<file path="src/dacr_pkg.sv">
package dacr_pkg;

  // ----------------------------------------------------------------------
  // register addresses (i/o memory, 24-bit)
  // ----------------------------------------------------------------------
  localparam logic [23:0] ADDR_OUTPUT_CONTROL = 24'h00ff90;
  localparam logic [23:0] ADDR_CONVERSION_VALUE = 24'h00ff91;
  localparam logic [23:0] ADDR_ANALOG_INPUT_SELECT = 24'h00ffe8;
  localparam logic [23:0] ADDR_ANALOG_OUTPUT_ROUTING = 24'h00ffe9;

  // ----------------------------------------------------------------------
  // field positions and reset values
  // ----------------------------------------------------------------------
  localparam int BIT_CONV_OUTPUT_ENABLE = 0;
  localparam int BIT_OUT_ROUTE_CH0 = 6;
  localparam int BIT_OUT_ROUTE_CH1 = 7;
  localparam logic [7:0] RESET_VALUE = 8'h00;
  localparam logic [7:0] ROUTE_MASK = 8'hc0;
  localparam logic [7:0] ENABLE_MASK = 8'h01;

  // ----------------------------------------------------------------------
  // timing
  // ----------------------------------------------------------------------
  localparam int CLK_PERIOD_NS = 100;
  localparam int CONV_TIME_US = 30;
  // longest time rounds down
  localparam int CONV_CYCLES = (CONV_TIME_US * 1000) / CLK_PERIOD_NS;

  // ----------------------------------------------------------------------
  // types
  // ----------------------------------------------------------------------
  typedef enum logic [1:0] {
    DACR_PIN_GPIO = 2'b00,
    DACR_PIN_AIN = 2'b01,
    DACR_PIN_AOUT = 2'b10
  } dacr_pin_mode_t;

  typedef struct packed {
    logic [23:0] addr;
    logic [7:0] wdata;
    logic wr;
    logic rd;
  } dacr_bus_req_t;

  typedef struct packed {
    logic drive_value;
    logic [7:0] level;
  } dacr_aout_t;

endpackage

</file>
<file path="src/dacr_conv_timer.sv">
`timescale 1ns/1ps
module dacr_conv_timer
  import dacr_pkg::*;
#(
  parameter int CYCLES = CONV_CYCLES
) (
  input wire logic clk_sys,
  input wire logic sys_rst,
  input wire logic start,
  input wire logic abort,
  input wire logic [7:0] value,
  output logic busy,
  output logic settled,
  output logic [7:0] result
);

  localparam int CW = $clog2(CYCLES + 1);
  // the output register adds one more stage, so the count ends a cycle
  // early and the code reaches the pin no later than CYCLES after a write
  localparam logic [CW-1:0] LAST = CW'(CYCLES - 2);

  logic [CW-1:0] cnt_q;
  logic busy_q;
  logic settled_q;
  logic [7:0] hold_q;
  logic [7:0] result_q;
  wire done = busy_q && (cnt_q == LAST);

  // ----------------------------------------------------------------------
  // conversion delay: latch on start, present one cycle before the full delay
  // ----------------------------------------------------------------------
  always_ff @(posedge clk_sys) begin
    if (sys_rst || abort) begin
      cnt_q <= '0;
      busy_q <= 1'b0;
      settled_q <= 1'b0;
      hold_q <= RESET_VALUE;
      result_q <= RESET_VALUE;
    end else if (start) begin
      cnt_q <= '0;
      busy_q <= 1'b1;
      hold_q <= value;
    end else if (done) begin
      busy_q <= 1'b0;
      settled_q <= 1'b1;
      result_q <= hold_q;
    end else if (busy_q) begin
      cnt_q <= cnt_q + CW'(1);
    end
  end

  assign busy = busy_q;
  assign settled = settled_q;
  assign result = result_q;

endmodule

</file>
<file path="src/dacr_top.sv">
`timescale 1ns/1ps
// Functional notes
// enable bit d0 at ff90, readable
// enable resets to zero
// eight-bit conversion value, resets zero
// route bit 6 puts pin6 on channel 0
// route bit 7 puts pin7 on channel 1
// cleared route bit restores port function
// one value drives either routed pin
// software never sets both route bits
// route bits reset to zero
// input select bits pick analog input
// output route beats input select
// software keeps input select zero there
// input select bits reset to zero
// disabled output holds analog ground
// value write restarts conversion, 30us max
// unused bits read zero, ignore writes
module dacr_top
  import dacr_pkg::*;
#(
  parameter int CONV_DELAY_CYCLES = CONV_CYCLES
) (
  input wire logic clk_sys,
  input wire logic sys_rst,
  input wire logic [23:0] io_addr,
  input wire logic [7:0] io_wdata,
  input wire logic io_wr,
  input wire logic io_rd,
  output logic [7:0] io_rdata,
  output logic io_hit,
  output logic [7:0] port3_func_ain,
  output logic port3_pin6_aout,
  output logic port3_pin7_aout,
  output logic conv_output_enable,
  output logic conv_busy,
  output logic analog_out_a_valid,
  output logic [7:0] analog_out_a,
  output logic analog_out_b_valid,
  output logic [7:0] analog_out_b
);

  // ----------------------------------------------------------------------
  // bus decode
  // ----------------------------------------------------------------------
  dacr_bus_req_t req;
  assign req = '{addr: io_addr, wdata: io_wdata, wr: io_wr, rd: io_rd};

  wire sel_ctl = (req.addr == ADDR_OUTPUT_CONTROL);
  wire sel_val = (req.addr == ADDR_CONVERSION_VALUE);
  wire sel_ain = (req.addr == ADDR_ANALOG_INPUT_SELECT);
  wire sel_rte = (req.addr == ADDR_ANALOG_OUTPUT_ROUTING);
  wire wr_ctl = req.wr && sel_ctl;
  wire wr_val = req.wr && sel_val;
  wire wr_ain = req.wr && sel_ain;
  wire wr_rte = req.wr && sel_rte;

  // ----------------------------------------------------------------------
  // registers
  // ----------------------------------------------------------------------
  logic enable_q;
  logic [7:0] conversion_value_q;
  logic [7:0] ain_select_q;
  logic [7:0] out_route_bits_q;
  logic [7:0] rdata_q;

  wire enable_d = wr_ctl ? req.wdata[BIT_CONV_OUTPUT_ENABLE] : enable_q;
  wire [7:0] route_d = wr_rte ? (req.wdata & ROUTE_MASK)
                              : out_route_bits_q;

  always_ff @(posedge clk_sys) begin
    if (sys_rst) begin
      enable_q <= 1'b0;
      conversion_value_q <= RESET_VALUE;
      ain_select_q <= RESET_VALUE;
      out_route_bits_q <= RESET_VALUE;
    end else begin
      enable_q <= enable_d;
      out_route_bits_q <= route_d;
      if (wr_val) begin
        conversion_value_q <= req.wdata;
      end
      if (wr_ain) begin
        ain_select_q <= req.wdata;
      end
    end
  end

  // ----------------------------------------------------------------------
  // read path: registered data, one cycle after the read strobe
  // ----------------------------------------------------------------------
  logic [7:0] rd_mux;
  always_comb begin
    rd_mux = RESET_VALUE;
    if (sel_ctl) begin
      rd_mux = {7'h00, enable_q} & ENABLE_MASK;
    end else if (sel_val) begin
      rd_mux = conversion_value_q;
    end else if (sel_ain) begin
      rd_mux = ain_select_q;
    end else if (sel_rte) begin
      rd_mux = out_route_bits_q & ROUTE_MASK;
    end
  end

  logic hit_q;
  always_ff @(posedge clk_sys) begin
    if (sys_rst) begin
      rdata_q <= RESET_VALUE;
      hit_q <= 1'b0;
    end else begin
      rdata_q <= req.rd ? rd_mux : rdata_q;
      hit_q <= req.rd && (sel_ctl || sel_val || sel_ain || sel_rte);
    end
  end

  assign io_rdata = rdata_q;
  assign io_hit = hit_q;

  // ----------------------------------------------------------------------
  // pin function
  // ----------------------------------------------------------------------
  wire route0 = out_route_bits_q[BIT_OUT_ROUTE_CH0];
  wire route1 = out_route_bits_q[BIT_OUT_ROUTE_CH1];
  // the route bits win: analog input is masked off on a routed pin
  assign port3_func_ain = ain_select_q & ~(out_route_bits_q & ROUTE_MASK);
  assign port3_pin6_aout = route0;
  assign port3_pin7_aout = route1;
  assign conv_output_enable = enable_q;

  // ----------------------------------------------------------------------
  // conversion sequencing
  // ----------------------------------------------------------------------
  // a rising enable, or a value write while enabled, restarts the delay
  wire start_conv = (enable_d && !enable_q) || (enable_q && wr_val);
  wire [7:0] conv_src = wr_val ? req.wdata : conversion_value_q;
  wire settled;
  wire [7:0] result;

  dacr_conv_timer #(
    .CYCLES(CONV_DELAY_CYCLES)
  ) u_timer (
    .clk_sys(clk_sys),
    .sys_rst(sys_rst),
    .start(start_conv),
    .abort(!enable_d),
    .value(conv_src),
    .busy(conv_busy),
    .settled(settled),
    .result(result)
  );

  // ----------------------------------------------------------------------
  // analog outputs: ground level (0) until a result is presented
  // ----------------------------------------------------------------------
  // both channels share one converter; if software routes both pins at
  // once they simply carry the same level, nothing is protected here
  wire live = enable_q && settled;
  dacr_aout_t ch_a;
  dacr_aout_t ch_b;
  assign ch_a = '{drive_value: live && route0,
                  level: (live && route0) ? result : RESET_VALUE};
  assign ch_b = '{drive_value: live && route1,
                  level: (live && route1) ? result : RESET_VALUE};

  logic [7:0] out_a_q;
  logic [7:0] out_b_q;
  logic va_q;
  logic vb_q;
  always_ff @(posedge clk_sys) begin
    if (sys_rst) begin
      out_a_q <= RESET_VALUE;
      out_b_q <= RESET_VALUE;
      va_q <= 1'b0;
      vb_q <= 1'b0;
    end else begin
      out_a_q <= ch_a.level;
      out_b_q <= ch_b.level;
      va_q <= ch_a.drive_value;
      vb_q <= ch_b.drive_value;
    end
  end

  assign analog_out_a = out_a_q;
  assign analog_out_b = out_b_q;
  assign analog_out_a_valid = va_q;
  assign analog_out_b_valid = vb_q;

endmodule

</file>
<file path="config.mk">
export PLATFORM = sky130hd
export DESIGN_NAME = dacr_top
export DESIGN_NICKNAME = d
export VERILOG_FILES = /design/src/dacr_pkg.sv /design/src/dacr_conv_timer.sv /design/src/dacr_top.sv
export SDC_FILE = /design/constraint.sdc
export NUM_CORES = 1
export LEC_CHECK = 0
export CORE_UTILIZATION = 65
export CTS_BUF_LIST = sky130_fd_sc_hd__clkbuf_4 sky130_fd_sc_hd__clkbuf_8
export DETAILED_ROUTE_END_ITERATION = 8
export DONT_BUFFER_PORTS = 1
export HOLD_SLACK_MARGIN = 0.02
export PLACE_DENSITY = 0.81
export SLEW_MARGIN = 20
export SYNTH_ARGS = -nofsm -noshare
export SYNTH_HDL_FRONTEND = slang
export SYNTH_SLANG_ARGS = --single-unit
</file>
<file path="constraint.sdc">
create_clock -name clk_sys -period 7.25 [get_ports clk_sys]
set_clock_uncertainty 0.05 [all_clocks]
set_input_delay 1.0875 -clock clk_sys [delete_from_list [all_inputs] [get_ports clk_sys]]
set_output_delay 1.0875 -clock clk_sys [all_outputs]
set_load 0.01 [all_outputs]
</file>
==> run metrics, run 1 <==
status finished clean; pwr/cell area 240.0 nW/um^2; Ys Warns 0; number of synthesized register bits 73; CTS clock-pin slew for the worst setup and hold paths approximately 0.07 ns; row count 24; MaxCap Viol Count 0; slew of the pin with the lowest slew margin roughly 0.95 ns; core area around 4400 sq um; Max H-tree Level 3; crit end category register; Fin. Hold Viols 0; Clk pwr share between 40% and 50%; Reg area 1461 sq um; post-synth top area share about half; gr usage total 24.39%; Hold/Removal Path Class reg2reg; Sequential Power Share between 50% and 60%; Final #Nets ~340; vias between 2k and 2.5k; ys async rst share 0%; arrival time worst endpoint between 3 and 4 ns; Sw Share between 10% and 20%; worst-path fanout max 19; final core occ a little over 70%; leading area contributor after synthesis dfxtp_1; Worst-Skew Late Latency around 0.34 ns; post-route ant nets 0; GRT overflow 0; Internal 0.0006190 W; commonest non-fill, non-tap cell in the layout dfxtp_1; Port-buffer cells 0; Max Slew Vio Count 0; # clock sinks 73; worst vdd ir around 210 uV; syn avg cell area about 10 sq um; Final Cycle Share between 40% and 50%; most frequent cells in the layout dfxtp_1, nor2_1, mux2i_1; Mapped Nets between 300 and 400; post-CTS sizing 0; detailed-router iteration count before antenna repair 4; Die W a little over 70 um; WL final 5.745 mm; leakage power total approximately 1.2 nW; pin count of the biggest net entering global routing 27; first-pass GRT wire length around 9.4 mm; Post-synth EDFFs 0; post-synthesis sequential area ratio between 40% and 50%; drt wl/cell around 16 um; DP HPWL just under 4 mm; Worst Path Required 7.38 ns; PnR worst setup slack ~4 ns; fillers about 320; setup bufs post-CTS 0; Post-route DRC 0; number of diodes 0; headroom to the max-slew limit between 30% and 40%; initial DRC count 113; Ports 75; P_sw approximately 0.00015 W; Synth Instances approximately 300; starting density of the core 68.85%; number of buffers created by CTS 9; area grow syn2layout 5.475%; layout cells sized above 1 12.25%; synth top area cells dfxtp_1, mux2i_1, nor2_1; Tmin final approximately 3.3 ns; initial antenna violation count 0; Top FF cell, synth dfxtp_1; unrepaired setup endpoints after global routing no; synth unique cells 45; pre-CTS WS ~3.7 ns; vias in the first global route 2021; Comb power frac between 1 and 1.5%; Die ar. 4953 sq um; multi-input logic area between 1000 and 1500 sq um; final-report setup violation count 0; TritonCTS clock tree yes; clock buffer depth 2; total negative slack 0 ns; Die Height approximately 70 um; Placer Congestion about 0.75; fmax just over 300 MHz; WS Path Type in2reg; Startpoint Class input port; Hold Buf Count CTS 0; CTS root buf clkbuf_8; vias per cell 5.949; Cell Area, Synth 3039 sq um
-- routing by layer --
metal	GRT usage [%]	share of wire (%)	vias to the layer above
li1	-	-	1027
met4	11.33	1.2	0
met1	28.45	43	1008
met3	6.494	5.5	6
met2	41.38	50	65
met5	0	0	-
-- cell families (layout without fill, tap and decap cells) --
logic type | after synthesis | in the layout | synth area share (%)
compound gates | 20 | 20 | 4.653
xor+xnor | 8 | 8 | 2.306
fa+ha+maj | 2 | 2 | 0.8233
buf+inv | 28 | 26 | 5.681
flops | 73 | 73 | 48.09
mux | 45 | 45 | 15.36
simple gates | 128 | 128 | 23.10
-- worst max-delay path: stages --
cell,delay (ns)
or4b_4,0.55
or4_1,0.58
nor3_4,0.24
mux2i_2,0.82
nor2_1,0.14
-- per-stage QoR --
step / instances / instance area (sq um) / total power (W) / hold WS (ns)
floorplan: 304 / 3039 / 0.0004268 / 0.3799
global placement: 338 / 2977 / 0.0004223 / 0.3871
CTS: 354 / 3206 / 0.0007762 / 0.4119
finish: 354 / 3206 / 0.0007694 / 0.4081
global route: 354 / 3206 / 0.0007918 / 0.4464
detailed placement: 338 / 2977 / 0.0004226 / 0.4009
-- state kept, by name, summed over array words and instances, names as in the netlist --
signal              count
analog_out_b            8
analog_out_a_valid      1
ain_select_q            8
conversion_value_q      8
u_timer.cnt_q           9
u_timer.settled         1
u_timer.busy            1
analog_out_b_valid      1
io_rdata                8
u_timer.hold_q          8
conv_output_enable      1
u_timer.result          8
io_hit                  1
analog_out_a            8
out_route_bits_q        2
-- cell type report --
type	instances	share of cell area (%)
clock inverter	5	2.420
tap	52	2.030
timing repair buffer	2	0.4684
inverter	8	0.9368
clock buffer	11	4.723
multi-input combinational	203	43.83
sequential	73	45.59
-- cells in the mapped netlist (2+ instances only) --
cell type,number
nor2b_1,4
mux2i_1,34
o21ai_0,6
buf_2,2
a32oi_1,4
mux2_2,10
nor2_1,52
xnor2_1,3
a311oi_1,3
nand4b_1,2
and2_1,17
clkbuf_1,9
nor4_1,5
a21oi_1,2
inv_1,8
nor4bb_1,2
ha_1,2
buf_4,7
nand3_1,9
and3_1,5
nor3_4,2
nand4_1,3
xor2_1,5
nand2_1,11
dfxtp_1,73
nor3_1,5
-- final timing paths --
| path | start | endpoint | slack [ns] | cells past startpoint |
|---|---|---|---|---|
| worst min register to register | u_timer.settled | u_timer.settled | 0.41 | 2 |
| worst min-delay path | u_timer.settled | u_timer.settled | 0.41 | 2 |
| worst max register to register | u_timer.cnt_q[0] | u_timer.cnt_q[2] | 5.50 | 7 |
| worst max-delay path | io_addr[5] | u_timer.hold_q[4] | 3.96 | 5 |
-- power by group through the flow --
stage / logic (W) / registers [W] / clock network, W
after floorplan: 0.0000152 / 0.000412 / 0
after global placement: 0.0000106 / 0.000412 / 0
after detailed placement: 0.0000109 / 0.000412 / 0
after CTS: 0.0000109 / 0.000402 / 0.000363
after global routing: 0.0000117 / 0.000402 / 0.000378
final: 0.0000109 / 0.000402 / 0.000356
Power figures use the tool's default switching activity.
==> inputs of run 2 (changes only) <==
- ABC_AREA: unset -> 1
- CORE_UTILIZATION: 65 -> 59
- PLACE_DENSITY: 0.81 -> 0.78
- clock period: 7.25 -> 3 ns (I/O delays scaled with it)
==> run 2 against run 1 <==
Compared with the run above:
- sequential power grew 140%
- synthesized cell count grew 46%
- non-clock buffer count shrank 1
- sequential cell count is the same
- via count grew 27%
- utilization shrank 6.6 points
- area after synthesis grew 6.3%
- final cell count grew 45%
- clock power grew 140%
- design area grew 7.1%
- global-route usage shrank 0.46 points
- critical endpoint is now u_timer.cnt_q[5]
- largest power group unchanged
- highest routed layer unchanged
==> run metrics, run 2 <==
Mapped Nets around 480; most frequent cells in the layout nand2_1, nor2_1, dfxtp_1; core area between 5000 and 6000 sq um; initial antenna violation count 0; Synth Area in Simple Gates about a third; status finished clean; arrival time worst endpoint 2.05 ns; worst-path fanout max 19; unrepaired setup endpoints after global routing no; MaxCap Viol Count 0; total negative slack 0 ns; Max H-tree Level 3; WL final ~6.3 mm; fillers between 400 and 500; TritonCTS clock tree yes; Max Slew Vio Count 0; vias in the first global route approximately 2.5k; final non-filler cell total 514; Tmin final 1.871 ns; RR Startpoint u_timer.cnt_q[0]; DP HPWL ~4.6 mm; Post-route DRC 0; Die W around 76 um; Synth Instances between 400 and 500; number of synthesized register bits 73; row count 26; crit end category register; Worst R2R Path Depth 11; top post-synthesis cells by count nand2_1, nor2_1, dfxtp_1; leading area contributor after synthesis dfxtp_1; Top FF cell, synth dfxtp_1; slew of the pin with the lowest slew margin roughly 0.45 ns; CTS clock-pin slew for the worst setup and hold paths 0.07 ns; Worst setup endpoint u_timer.cnt_q[5]; Worst Path Required around 3.2 ns; Worst-Skew Late Latency 0.34 ns; Die ar. ~5800 sq um; Port-buffer cells 0; synth top area cells dfxtp_1, nand2_1, nor2_1; most instantiated library cell after synthesis nand2_1; main combinational cell family by area after synthesis simple AND/OR/NAND/NOR gates; vias about 2.7k; vias per cell a little over 5; commonest non-fill, non-tap cell in the layout nand2_1; CP startpoint io_addr[23]; Synth Area in Compound Gates 7.123%; initial DRC count approximately 190; starting density of the core between 60% and 70%; number of buffers created by CTS 9; drt wl/cell about 12 um; hold depth 1; number of diodes 0; headroom to the max-slew limit roughly 70%; CP Cell Sequence nor2_1 -> nand2_2 -> nor2_8 -> nand3_2 -> nor2_4 -> nand3_2 -> and2_1 -> nand2_2 -> nor2_1; first-pass GRT wire length roughly 11 mm; Final Cycle Share between 60% and 70%; Placer Congestion approximately 0.8; GRT overflow 0; mux cell area share after synthesis 0%; post-synth top area share a little under half; Cell Area, Synth 3232 sq um; placed cell count ~500; clock buffer depth 2; RR Endpoint u_timer.cnt_q[5]; Slowest-stage cell, CP and2_1; synth unique cells 30; Startpoint Class input port; leakage power total 1.508 nW; Die Height 76.01 um; gr usage total 23.93%; final-report setup violation count 0; WS Path Type in2reg; Top reg by flops u_timer.cnt_q; Hold Buf Count CTS 0; pwr/cell area 539.1 nW/um^2; Ys Warns 0; post-route ant nets 0; fmax 534.5 MHz; layout cells sized above 1 between 8 and 9%; Final #Nets between 400 and 500; Fin. Hold Viols 0; setup slack, reg-to-reg 1.25 ns; detailed-router iteration count before antenna repair 5; Post-synth EDFFs 0; post-CTS sizing 0; ys async rst share 0%; Post-Synth Adder-Cell Area less than 1%; syn avg cell area approximately 7.3 sq um; max FFs per register 9; Hold/Removal Path Class in2reg; worst vdd ir approximately 320 uV; CTS root buf clkbuf_8; Post-Synth XOR/XNOR Area about 2.2%; area grow syn2layout 6.272%; # clock sinks 73; pin count of the biggest net entering global routing 20; slowest stage delay, CP around 0.33 ns; setup bufs post-CTS 0; post-synthesis sequential area ratio a little under half; Ports between 70 and 80
[run 2: cell types whose count changed in the layout (fill, tap and decap cells not counted), sizes merged, moves of 5 or more]
| cell | previous run | this run |
|---|---|---|
| and3 | 5 | 0 |
| and2 | 17 | 1 |
| a21oi | 2 | 25 |
| nand3 | 10 | 30 |
| o21ai | 6 | 19 |
| nor2 | 52 | 88 |
| nand2 | 11 | 98 |
| nand3b | 0 | 10 |
| mux2i | 35 | 0 |
| mux2 | 10 | 0 |
| inv | 8 | 61 |
[run 2: metal layers]
layer | global-route usage (%) | wire, um
met4 | 8.846 | 130
met3 | 8.263 | 414
met5 | 0 | 0
met1 | 28.64 | 2766
met2 | 39.73 | 2987
[run 2: metrics by stage]
stage	worst slack (ns)	utilization (%)	instance area [sq um]	power, W	hold slack [ns]
after floorplan	1.238	-	3232	0.001018	0.3752
after global placement	0.8478	61.61	3207	0.001015	0.4007
after detailed placement	0.7581	61.61	3207	0.001016	0.4053
after CTS	1.125	65.99	3435	0.001864	0.1117
after global routing	0.9580	65.99	3435	0.001920	0.1002
final	1.129	65.99	3435	0.001852	0.1218
[run 2: worst min path at each step]
stage	slack [ns]	to	start
CTS	0.11	io_rdata[0]	sys_rst
detailed placement	0.41	analog_out_a[1]	u_timer.result[1]
global route	0.10	io_rdata[3]	sys_rst
finish	0.12	io_rdata[0]	sys_rst
global placement	0.40	analog_out_b[6]	u_timer.result[6]
floorplan	0.38	u_timer.settled	u_timer.settled
[run 2: power by group]
group	internal (W)	switching, W	total (W)	leakage, nW
Clock	0.000510	0.000347	0.000858	0.112
Sequential	0.000968	0.0000000000200	0.000968	0.588
Combinational	0.00000768	0.0000179	0.0000256	0.809
[run 2: cell type report]
cell class	count	area, sq um	area share, %
multi-input cells	294	1421	41.38
inverters	61	229.0	6.667
flip-flops and latches	73	1461	42.55
clock inverters	4	76.32	2.222
clock buffers	11	151.4	4.408
well taps	70	87.58	2.550
repair buffers	1	7.507	0.2186
[run 2: critical path: cells and delay by family]
kind          cells  cell delay (ns)
simple gates      9             1.59
[run 2: kinds of logic after synthesis]
| kind of cell | Yosys count |
|---|---|
| buf+inv | 78 |
| xor+xnor | 8 |
| simple gates | 239 |
| compound gates | 45 |
| fa+ha+maj | 2 |
| flops | 73 |
==> inputs of run 3 (changes only) <==
- CORE_UTILIZATION: 59 -> 65
- PLACE_DENSITY: 0.78 -> 0.81
- clock period: 3 -> 2 ns (I/O delays scaled with it)
==> run 3 against run 2 <==
Compared with the run above:
- sequential power up 50%
- design area fell by 0.25%
- global-route usage rose by 1.9 points
- non-clock buffer count up 3
- total power rose by 43%
- via count down 0.22%
- largest power group unchanged
==> run metrics, run 3 (synthesis gave the netlist of run 2 again) <==
TritonCTS clock tree yes; clock buffer depth 2; worst hold path endpoint io_rdata[1]; slew of the pin with the lowest slew margin around 0.81 ns; Final #Nets ~480; pwr/cell area ~770 nW/um^2; RR Startpoint u_timer.cnt_q[0]; Sequential Power Share 55.0%; row count 25; area grow syn2layout 6.001%; WL final 6.074 mm; Die W 72.51 um; CP Cell Sequence inv_1 -> ha_1 -> nand4_1 -> inv_1 -> nand2_1 -> nand2_1 -> inv_1 -> nand3b_1 -> xor2_1 -> inv_1 -> nor2_1; initial DRC count about 150; slowest stage delay, CP around 0.37 ns; CTS clock-pin slew for the worst setup and hold paths ~0.07 ns; CTS root buf clkbuf_8; first-pass GRT wire length a little over 10 mm; vias in the first global route about 2.4k; fmax ~570 MHz; pre-CTS WS between 0.2 and 0.25 ns; Final Cycle Share a little under 90%; total negative slack 0 ns; met3 usage ~7.4%; Slowest-stage cell, CP dfxtp_1; setup slack, reg-to-reg approximately 0.23 ns; Post-route DRC 0; Internal ~0.0021 W; Worst path depth 11; Max Slew Vio Count 0; Hold/Removal Path Class in2reg; GR Util met2 between 40 and 50%; GRT overflow 0; most frequent cells in the layout nand2_1, nor2_1, dfxtp_1; post-route ant nets 0; Port-buffer cells 0; setup bufs post-CTS 0; max FFs per register 9; number of diodes 0; met1 Resource Use GR a little under a third; vias per cell between 5 and 6; arrival time worst endpoint around 2 ns; PnR worst setup slack 0.2303 ns; Worst-Skew Late Latency 0.35 ns; Comb power frac under 10%; Worst R2R Path Depth 11; critical path's most frequent cell inv_1; vias 2662; DP HPWL between 4 and 5 mm; Hold Startpoint io_rd; unrepaired setup endpoints after global routing no; Sw Share between 20 and 25%; crit end category register; WS Path Type reg2reg; headroom to the max-slew limit roughly 46%; GRT busiest layer met2; drt wl/cell 11.79 um; family with the most delay on the worst path simple AND/OR/NAND/NOR gates; gr usage total approximately a quarter; Worst Path Required about 2.2 ns; leakage power total 1.503 nW; Hold Buf Count CTS 1; Max H-tree Level 3; Ports between 70 and 80; hold depth 2; Die Height slightly above 70 um; worst-path fanout max 8; P_sw 0.0005829 W; post-CTS sizing 0; pin count of the biggest net entering global routing 20; detailed-router iteration count before antenna repair 4; Placer Congestion slightly below 0.9; # clock sinks 73; status finished clean; number of buffers created by CTS 9; layout cells sized above 1 under 10%; MaxCap Viol Count 0; Die ar. about 5300 sq um; Clk pwr share between 40% and 50%; Tmin final roughly 1.8 ns; Top reg by flops u_timer.cnt_q; starting density of the core about two thirds; RR Endpoint u_timer.cnt_q[5]; worst vdd ir 415.6 uV; Fin. Hold Viols 0; Startpoint Class register; initial antenna violation count 0; final core occ just over 70%; commonest non-fill, non-tap cell in the layout nand2_1; final-report setup violation count 0; worst path bufs/invs 4; core area about 4800 sq um
-- run 3: cell count changes in the layout (fill, tap and decap cells not counted), sizes merged --
cell / delta
buf: +2
bufinv: -1
clkbuf: -1
clkinvlp: +2
dlygate4sd3: +1
inv: +1
-- run 3: layout make-up --
cell class,instances,area (sq um)
Sequential cell,73,1461
Multi-Input combinational cell,294,1421
Fill cell,414,1329
Inverter,61,229.0
Clock buffer,10,131.4
Tap cell,67,83.83
Clock inverter,6,66.31
Timing Repair Buffer,4,32.53
-- run 3: metal layers --
metal	up-vias	wire, um
met1	1200	2750
met3	9	380
met4	0	112
met5	-	0
met2	84	2831
li1	1369	-
-- run 3: per-stage QoR --
stage | power [W] | hold WS [ns] | cells | instance area, sq um
after floorplan | 0.001527 | 0.3752 | 445 | 3232
after global placement | 0.001523 | 0.3216 | 498 | 3218
after detailed placement | 0.001524 | 0.3230 | 498 | 3218
after CTS | 0.002657 | 0.03161 | 515 | 3426
after global routing | 0.002724 | 0.04247 | 515 | 3426
final | 0.002639 | 0.04252 | 515 | 3426
-- run 3: how the worst max path moves through the flow --
| stage | startpoint | to |
|---|---|---|
| 2_1_floorplan | io_addr[23] | u_timer.cnt_q[5] |
| 3_3_place_gp | io_addr[0] | u_timer.cnt_q[5] |
| 3_5_place_dp | io_addr[13] | u_timer.cnt_q[5] |
| 4_1_cts | u_timer.cnt_q[0] | u_timer.cnt_q[5] |
| 5_1_grt | u_timer.cnt_q[0] | u_timer.cnt_q[2] |
| 6_report | u_timer.cnt_q[0] | u_timer.cnt_q[5] |
-- run 3: power groups by stage --
stage / Clock, W / Sequential [W] / Combinational [W]
finish: 0.00114 / 0.00145 / 0.0000460
global route: 0.00122 / 0.00145 / 0.0000523
CTS: 0.00116 / 0.00145 / 0.0000459
detailed placement: 0 / 0.00149 / 0.0000380
global placement: 0 / 0.00149 / 0.0000366
floorplan: 0 / 0.00149 / 0.0000410
